--- config.mk ---
export PLATFORM = sky130hd
export DESIGN_NAME = tsac_top
export DESIGN_NICKNAME = d
export VERILOG_FILES = /design/src/hw/tsac_pkg.sv /design/src/hw/tsac_rng_if.sv /design/src/hw/tsac_top.sv /design/src/hw/tsac_rng.sv
export SDC_FILE = /design/constraint.sdc
export NUM_CORES = 1
export LEC_CHECK = 0
export BUFFER_PORTS_ARGS = -buffer_cell sky130_fd_sc_hd__buf_4
export CORE_MARGIN = 4
export CORE_UTILIZATION = 50
export DETAILED_ROUTE_END_ITERATION = 7
export HOLD_SLACK_MARGIN = 0.02
export PLACE_DENSITY = 0.83
export SYNTH_ARGS = -nofsm -noshare
export SYNTH_HDL_FRONTEND = slang
export SYNTH_SLANG_ARGS = --single-unit
--- constraint.sdc ---
create_clock -name clk -period 2.04 [get_ports clk]
set_input_delay 0.51 -clock clk [delete_from_list [all_inputs] [get_ports clk]]
set_output_delay 0.51 -clock clk [all_outputs]
set_load 0.02 [all_outputs]
--- src/hw/tsac_pkg.sv ---
// package: states, command codes, widths and reset values for the anticollision block
package tsac_pkg;
  localparam int unsigned ID_W = 8;
  localparam int unsigned SLOT_W = 4;
  localparam int unsigned SLOT_LSB = 0;
  localparam int unsigned SLOT_COUNT = 16;
  localparam logic [ID_W-1:0] ID_RESET = 8'h00;
  localparam logic [15:0] LFSR_SEED = 16'hace1;
  localparam logic [15:0] LFSR_TAPS = 16'hb400;
  localparam logic [SLOT_W-1:0] SLOT_ZERO = 4'h0;
  typedef enum logic [2:0] {
    TSAC_CMD_NONE,
    TSAC_CMD_INVENTORY_START,
    TSAC_CMD_SLOT_ZERO_POLL,
    TSAC_CMD_SLOT_POLL,
    TSAC_CMD_SELECT,
    TSAC_CMD_COMPLETION,
    TSAC_CMD_RESET_TO_INVENTORY
  } tsac_cmd_t;
  typedef enum {
    TSAC_READY,
    TSAC_INVENTORY,
    TSAC_SELECTED,
    TSAC_DESELECTED,
    TSAC_DEACTIVATED
  } tsac_state_t;
endpackage

--- src/hw/tsac_rng_if.sv ---
// interface: random source request and draw between top and generator
interface tsac_rng_if;
  logic step;
  logic [tsac_pkg::ID_W-1:0] value;
  modport src (input step, output value);
  modport user (output step, input value);
endinterface

--- src/hw/tsac_top.sv ---
// module: tag side slotted anticollision state and reply logic
// Summary of operation
// - hold an 8-bit identifier, 256 possible tags
// - new random identifier at ready and inventory_start
// - identifier bits 3..0 form the slot index
// - slot_zero_poll redraws only the slot index
// - reply to slot_zero_poll when new index zero
// - slot_poll replies only when parameter equals index
// - a round has sixteen slots, zero first
// - inventory_start reply ignores the slot index
// - at most one reply per round
// - slot polls only honoured in inventory state
// - ready tag ignores polls until inventory_start
// - after anticollision only one tag transmits
// - tag never transmits without a command
// - ready plus inventory_start goes to inventory
// - selected tag ignores all anticollision commands
module tsac_top (
  // clock and reset
  input wire logic clk,
  input wire logic rst,
  // decoded command from the frame receiver, one-cycle strobe
  input wire logic cmd_valid,
  input wire tsac_pkg::tsac_cmd_t cmd_code,
  input wire logic [tsac_pkg::SLOT_W-1:0] slot_parameter,
  input wire logic [tsac_pkg::ID_W-1:0] cmd_identifier,
  // reply to the frame transmitter
  output logic reply_valid,
  output logic [tsac_pkg::ID_W-1:0] reply_identifier,
  // status
  output logic [tsac_pkg::ID_W-1:0] tag_identifier,
  output logic [tsac_pkg::SLOT_W-1:0] slot_index,
  output logic in_inventory,
  output logic in_selected
);
  tsac_rng_if rng ();
  tsac_rng u_rng (
    .clk(clk),
    .rst(rst),
    .rng(rng)
  );

  tsac_pkg::tsac_state_t state_reg;
  tsac_pkg::tsac_state_t state_next;
  logic [tsac_pkg::ID_W-1:0] id_reg;
  logic [tsac_pkg::ID_W-1:0] id_next;
  logic loaded_reg;
  logic answered_reg;
  logic answered_next;
  logic reply_reg;
  logic reply_next;
  logic [tsac_pkg::ID_W-1:0] reply_id_reg;

  // command decode
  wire logic is_inv = state_reg == tsac_pkg::TSAC_INVENTORY;
  wire logic is_ready = state_reg == tsac_pkg::TSAC_READY;
  wire logic c_start = cmd_valid && cmd_code == tsac_pkg::TSAC_CMD_INVENTORY_START;
  wire logic c_pzero = cmd_valid && cmd_code == tsac_pkg::TSAC_CMD_SLOT_ZERO_POLL;
  wire logic c_poll = cmd_valid && cmd_code == tsac_pkg::TSAC_CMD_SLOT_POLL;
  wire logic c_sel = cmd_valid && cmd_code == tsac_pkg::TSAC_CMD_SELECT;
  wire logic c_comp = cmd_valid && cmd_code == tsac_pkg::TSAC_CMD_COMPLETION;
  wire logic c_rti = cmd_valid && cmd_code == tsac_pkg::TSAC_CMD_RESET_TO_INVENTORY;
  wire logic id_match = cmd_identifier == id_reg;
  // start honoured in ready and inventory only
  wire logic do_start = c_start && (is_ready || is_inv);
  wire logic do_pzero = c_pzero && is_inv;
  wire logic do_poll = c_poll && is_inv;
  wire logic [tsac_pkg::SLOT_W-1:0] new_slot = rng.value[tsac_pkg::SLOT_W-1:0];
  // slot zero poll reply uses freshly drawn index
  wire logic pzero_hit = do_pzero && new_slot == tsac_pkg::SLOT_ZERO;
  wire logic poll_hit = do_poll && slot_parameter == id_reg[tsac_pkg::SLOT_W-1:0];
  wire logic slot_reply = (pzero_hit || poll_hit) && !answered_reg;

  assign rng.step = do_start || do_pzero || !loaded_reg;

  always_comb begin
    state_next = state_reg;
    id_next = id_reg;
    answered_next = answered_reg;
    reply_next = 1'b0;
    if (!loaded_reg) begin
      id_next = rng.value;
    end
    case (state_reg)
      tsac_pkg::TSAC_READY: begin
        if (do_start) begin
          state_next = tsac_pkg::TSAC_INVENTORY;
        end
      end
      tsac_pkg::TSAC_INVENTORY: begin
        if (c_sel && id_match) begin
          state_next = tsac_pkg::TSAC_SELECTED;
        end
      end
      tsac_pkg::TSAC_SELECTED: begin
        if (c_sel && !id_match) begin
          state_next = tsac_pkg::TSAC_DESELECTED;
        end else if (c_comp) begin
          state_next = tsac_pkg::TSAC_DEACTIVATED;
        end else if (c_rti) begin
          state_next = tsac_pkg::TSAC_INVENTORY;
        end
      end
      tsac_pkg::TSAC_DESELECTED: begin
        if (c_sel && id_match) begin
          state_next = tsac_pkg::TSAC_SELECTED;
        end
      end
      tsac_pkg::TSAC_DEACTIVATED: begin
        state_next = tsac_pkg::TSAC_DEACTIVATED;
      end
      default: begin
        state_next = tsac_pkg::TSAC_READY;
      end
    endcase
    if (do_start) begin
      id_next = rng.value;
      answered_next = 1'b0;
      reply_next = 1'b1;
    end else if (do_pzero) begin
      id_next = {id_reg[tsac_pkg::ID_W-1:tsac_pkg::SLOT_W], new_slot};
      answered_next = answered_reg || pzero_hit;
      reply_next = slot_reply;
    end else if (do_poll) begin
      answered_next = answered_reg || poll_hit;
      reply_next = slot_reply;
    end
  end

  always_ff @(posedge clk) begin
    if (rst) begin
      state_reg <= tsac_pkg::TSAC_READY;
      id_reg <= tsac_pkg::ID_RESET;
      loaded_reg <= 1'b0;
      answered_reg <= 1'b0;
      reply_reg <= 1'b0;
      reply_id_reg <= tsac_pkg::ID_RESET;
    end else begin
      state_reg <= state_next;
      id_reg <= id_next;
      loaded_reg <= 1'b1;
      answered_reg <= answered_next;
      reply_reg <= reply_next;
      reply_id_reg <= id_next;
    end
  end

  assign reply_valid = reply_reg;
  assign reply_identifier = reply_id_reg;
  assign tag_identifier = id_reg;
  assign slot_index = id_reg[tsac_pkg::SLOT_LSB+:tsac_pkg::SLOT_W];
  assign in_inventory = is_inv;
  assign in_selected = state_reg == tsac_pkg::TSAC_SELECTED;
endmodule

--- src/hw/tsac_rng.sv ---
// module: free-running lfsr random source for identifier draws
module tsac_rng (
  // clock and reset
  input wire logic clk,
  input wire logic rst,
  // random draw port
  tsac_rng_if.src rng
);
  logic [15:0] lfsr_reg;
  logic [15:0] lfsr_next;
  logic [15:0] lfsr_skip;
  wire logic fb = lfsr_reg[0];
  wire logic fb_skip = lfsr_next[0];
  assign lfsr_next = fb ? ((lfsr_reg >> 1) ^ tsac_pkg::LFSR_TAPS) : (lfsr_reg >> 1);
  // double step advances the sequence two states on a draw
  assign lfsr_skip = fb_skip ? ((lfsr_next >> 1) ^ tsac_pkg::LFSR_TAPS) : (lfsr_next >> 1);
  assign rng.value = lfsr_reg[tsac_pkg::ID_W-1:0];
  // runs every cycle, extra step on each draw to decorrelate
  always_ff @(posedge clk) begin
    if (rst) begin
      lfsr_reg <= tsac_pkg::LFSR_SEED;
    end else if (rng.step) begin
      lfsr_reg <= lfsr_skip;
    end else begin
      lfsr_reg <= lfsr_next;
    end
  end
endmodule

After elaboration in Yosys (flattened, before gate mapping)
Cells that the tools add are included.
- reduce and logical (&&, ||, !) cells: 31
- eq/ne operators: 20
- multiplexer cells: 18
- bitwise logic cells: 2
- operator list (operator ; count):
    $mux 32 ; 5
    $pmux 32 s4 ; 1
    $eq 32x2->1 const B ; 3
    $eq 32x3->1 const B ; 2
    $logic_not 32->1 ; 2
    $mux 16 ; 3
    $eq 32x1->1 const B ; 1
    $mux 8 ; 3
    $logic_and 1x1->1 ; 14
    $eq 3x3->1 const B ; 3
    $eq 8x8->1 ; 1
    $not 3->4 ; 2
    $eq 3x2->1 const B ; 2
    $logic_or 1x1->1 ; 6
    $mux 1 ; 6
    $eq 4x4->1 ; 1
    $logic_not 4->1 ; 1
    $ne 2x1->1 const B ; 2
    $ne 2x2->1 const B ; 2
    $ne 4x4->1 const B ; 1
    $reduce_or 2->1 ; 2
    $eq 3x1->1 const B ; 1
    $logic_not 1->1 ; 3
    $ne 3x1->1 const B ; 1
    3 further kinds ; 3
- flip-flop bits (word level): 59
- input port bits: 18
- word-level logic and storage cells: 78

Depth between registers and ports, before layout
- depth in word-level cells: 9
- gate-level depth with buffers: 6

Modules after synthesis
From an unflattened synthesis, not the netlist that was laid out.
- cells, all modules: 185
- area, all modules: 1649.1 um^2
- by module, submodules not included (module ; area an instance (um^2) ; times used ; cells each):
    tsac_top ; 940.9 ; 1 ; 111
    tsac_rng ; 708.2 ; 1 ; 74

Least setup slack after synthesis
OpenSTA, ideal clock, no wires.
- kind: in2reg
- from: input cmd_code[2]
- to: register reply_id_reg (netlist bit reply_identifier[5])
- slack: 415 ps
- stages on the path: 5
- arrival: 1491 ps
- buffers on the path: 1
- path through: nand2b_2 o41a_1 buf_6 o21ai_1 a21oi_1
- word-level cells in the longest chain between the ends: 5
- elaborated cells on any way between the ends: 10
- those cells by class: eq/ne (4); mux (1); reduce/logical (5)
- ends and longest elaborated chain (item ; RTL line ; source):
    start: declaration ; tsac_top.sv:24 ; input wire tsac_pkg::tsac_cmd_t cmd_code,
    $eq 3x1->1 / $eq 3x2->1 (equally long branches) ; tsac_top.sv:57, tsac_top.sv:58 ;
    $logic_and 1x1->1, on equally long branches ; tsac_top.sv:57, tsac_top.sv:58 ;
    $logic_and 1x1->1, on equally long branches ; tsac_top.sv:65, tsac_top.sv:66 ;
    $ne 2x2->1 (no line) / $ne 2x1->1 (equally long branches) ; -- ;
    $reduce_and 2->1 (no line) ; -- ;
    end signal: assignment ; tsac_top.sv:137 ; reply_id_reg <= tsac_pkg::ID_RESET;
    end signal: assignment ; tsac_top.sv:144 ; reply_id_reg <= id_next;
    end: declaration ; tsac_top.sv:52 ; logic [tsac_pkg::ID_W-1:0] reply_id_reg;
Several ways; a longest one is shown, not always the timed one.
A chain may end at the register's enable or synchronous reset.

Final worst setup path
- from: register state_reg[1]
- to: output in_selected
- word-level cells in the longest chain between the ends: 1
- ends and longest elaborated chain (item ; RTL line ; source):
    start: declaration ; tsac_top.sv:43 ; tsac_pkg::tsac_state_t state_reg;
    start signal: assignment ; tsac_top.sv:132 ; state_reg <= tsac_pkg::TSAC_READY;
    start signal: assignment ; tsac_top.sv:139 ; state_reg <= state_next;
    $eq 32x3->1 ; tsac_top.sv:153 ; assign in_selected = state_reg == tsac_pkg::TSAC_SELECTED;
    end: declaration ; tsac_top.sv:34 ; output logic in_selected
No other way between the ends.

==> results.json <==
{
  "viasPerCell": 5.672,
  "final_hold_viol_count": 0,
  "syn_avg_cell_area_um2": 8.369,
  "r2r_end": "u_rng.lfsr_reg[14]$_SDFF_PP0_",
  "cts-root-buf": "clkbuf_4",
  "postCtsSetupBuffers": 0,
  "critPathKind": "reg2out",
  "cts_tree": "yes",
  "synth_area_um2": 1640,
  "netlist.area_leader.share_pct": 36.61,
  "hold_path_depth": 2,
  "grt_setup_unrepaired": "no",
  "tightestPinTransition_ns": 0.4529,
  "dieArea_um2": 4261,
  "yosys-top-cells-area": "dfxtp_1 (37%), nand3_1 (8.8%), a21oi_1 (5.5%)",
  "largest_reg_flops": 16,
  "die_y_um": 65.28,
  "status": "complete, no violations",
  "cts_buffer_depth": 2,
  "critical_path_required_ns": 1.53,
  "cp_cell_sequence": "inv_1 -> nor3_1 -> buf_4",
  "async_reset_ff_share_pct": 0,
  "num_rows": 20,
  "report.final.slew_viol_count": 0,
  "synth_ff_type": "dfxtp_1",
  "final_antenna_net_count": 0,
  "dieWidth_um": 65.28,
  "place_area_um2": 1874,
  "clk_pin_slew_ns": 0.09,
  "final_util_pct": 61.85,
  "relSlewSlack_pct": 69.77,
  "p_leak_nw": 0.7666,
  "clk_latency_ns": 0.32,
  "drv_cap": 0,
  "route.vias.total": 1503,
  "place_congestion": 0.8226,
  "synth_common_cells": "dfxtp_1 (30), nand3_1 (29), a21oi_1 (18)",
  "ys_warn_count": 0,
  "slowest_delay_ns": 0.61,
  "crit_slowest_cell": "dfxtp_1",
  "yosysSeqAreaShare_pct": 36.61,
  "diodes": 0,
  "grt_first_pass_wirelength_mm": 6.120,
  "io_pins": 41,
  "layout.nets": 239,
  "area_growth_pct": 17.01,
  "firstDrtPassIters": 4,
  "synth_most_common_cell": "dfxtp_1",
  "hold_end": "u_rng.lfsr_reg[3]$_SDFF_PP0_",
  "detailed_place_hpwl_mm": 2.563,
  "totalWireLength_mm": 3.684,
  "power.density_nw_per_um2": 648.5,
  "reg2reg_depth": 5,
  "synth_edf_count": 0,
  "fin_total_pwr_mw": 1.245,
  "layout-drive-gt1-share_pct": 25.79,
  "grt-ovfl-total": 0,
  "ys_ff_latch": 30,
  "core_um2": 3103,
  "period_minus_slack_ns": 1.884,
  "max_freq_mhz": 530.8,
  "peakVddDrop_mv": 0.4411,
  "yosysTopAreaCell": "dfxtp_1",
  "wire_per_inst_um": 13.90,
  "drcViolationCount": 0,
  "initial_core_util_pct": 52.86,
  "ff2ff_setup_slack_ns": 0.37,
  "htreeDepth": 2,
  "hp-class": "reg2reg",
  "drt-initial-drc-count": 119,
  "fillers": 275,
  "clock_skew_ns": 0.005387,
  "worst_ep_arrival_time_ns": 1.37,
  "grt_max_degree": 25,
  "endpoint_kind": "output port",
  "cts_resized": 0,
  "gr-usage-all-layers_pct": 18.23,
  "setup-tns-final_ns": 0,
  "path_max_fanout": 12,
  "synth_cell_types": 41,
  "hold_buffers": 0,
  "start_kind": "register",
  "grt_pass1_vias": 1357,
  "fin_area_um2": 1919,
  "worstHoldStart": "u_rng.lfsr_reg[4]$_SDFF_PP0_",
  "netlist_instances": 196,
  "timing.hold.ws_ns": 0.4797,
  "syn_nets": 214,
  "clkSinkCount": 30,
  "post-route-period-util_pct": 92.35,
  "grt_antenna_before_repair": 0,
  "io_buffers": 40,
  "setup_viol": 0,
  "tritoncts.num_buffers": 5,
  "r2r-start": "state_reg[0]$_SDFFE_PP0P_"
}
[cells in the final DEF, fill, tap and decap left out, types with 4 or more instances in the layout]
cell type / count
buf_4: 44
dfxtp_1: 30
nand3_1: 29
a21oi_1: 18
o21ai_1: 14
nor3_1: 11
xnor2_1: 10
xor2_1: 8
o21ai_0: 6
nor2_1: 5
clkbuf_4: 5
inv_1: 4
[layout make-up]
type,instances,area (µm²),share of cell area (%)
multi-input combinational,135,853.3,44.46
sequential,30,600.6,31.29
timing repair buffer,45,350.3,18.25
tap,44,55.05,2.868
clock buffer,7,45.04,2.347
inverter,4,15.01,0.7823
[metrics by stage]
step | setup slack [ns] | cells
floorplan | 0.4150 | 196
global placement | 0.2305 | 258
detailed placement | 0.1922 | 258
CTS | 0.1733 | 265
global route | 0.05120 | 265
finish | 0.1561 | 265
[logic make-up after synthesis]
logic type | after synthesis | share of synthesized area, %
AO/OA/AOI/OAI | 50 | 18.61
XOR/XNOR | 18 | 9.611
buffers and inverters | 31 | 11.37
flip-flops | 30 | 36.61
multiplexers | 1 | 0.6865
AND/OR/NAND/NOR | 66 | 23.11
[report_power, final]
part	internal (mW)	total [mW]	leakage, nW	switching, mW
combinational	0.121	0.257	0.493	0.136
sequential	0.628	0.667	0.248	0.0391
clock	0.130	0.321	0.0254	0.192
total	0.878	1.24	0.767	0.367
[metal layers]
layer  up-vias  track usage [%]  wire (µm)  share of wire [%]
li1        747                -          -                  -
met1       705            23.38       1660                 45
met2        39            28.70       1706                 46
met3        12            4.444        196                5.3
met4         0            8.549        121                3.3
met5         -                0          0                  0
[critical path: cells and delay by family, from the launching register on]
family | cells | cell delay [ns]
flip-flops | 1 | 0.61
buffers and inverters | 2 | 0.28
AND/OR/NAND/NOR | 1 | 0.16
[how the worst max path moves through the flow]
| stage | cells after the start | to | slack (ns) | startpoint |
|---|---|---|---|---|
| final | 3 | in_selected | 0.16 | state_reg[1]$_SDFFE_PP0P_ |
| after global routing | 3 | in_selected | 0.05 | state_reg[1]$_SDFFE_PP0P_ |
| after CTS | 3 | in_selected | 0.17 | state_reg[1]$_SDFFE_PP0P_ |
| after detailed placement | 6 | u_rng.lfsr_reg[10]$_SDFF_PP1_ | 0.19 | cmd_code[2] |
| after global placement | 6 | u_rng.lfsr_reg[10]$_SDFF_PP1_ | 0.23 | cmd_code[2] |
| after floorplan | 5 | reply_identifier[5]$_SDFFE_PP0P_ | 0.42 | cmd_code[2] |
Note: power is estimated with default switching activity, not from simulation.
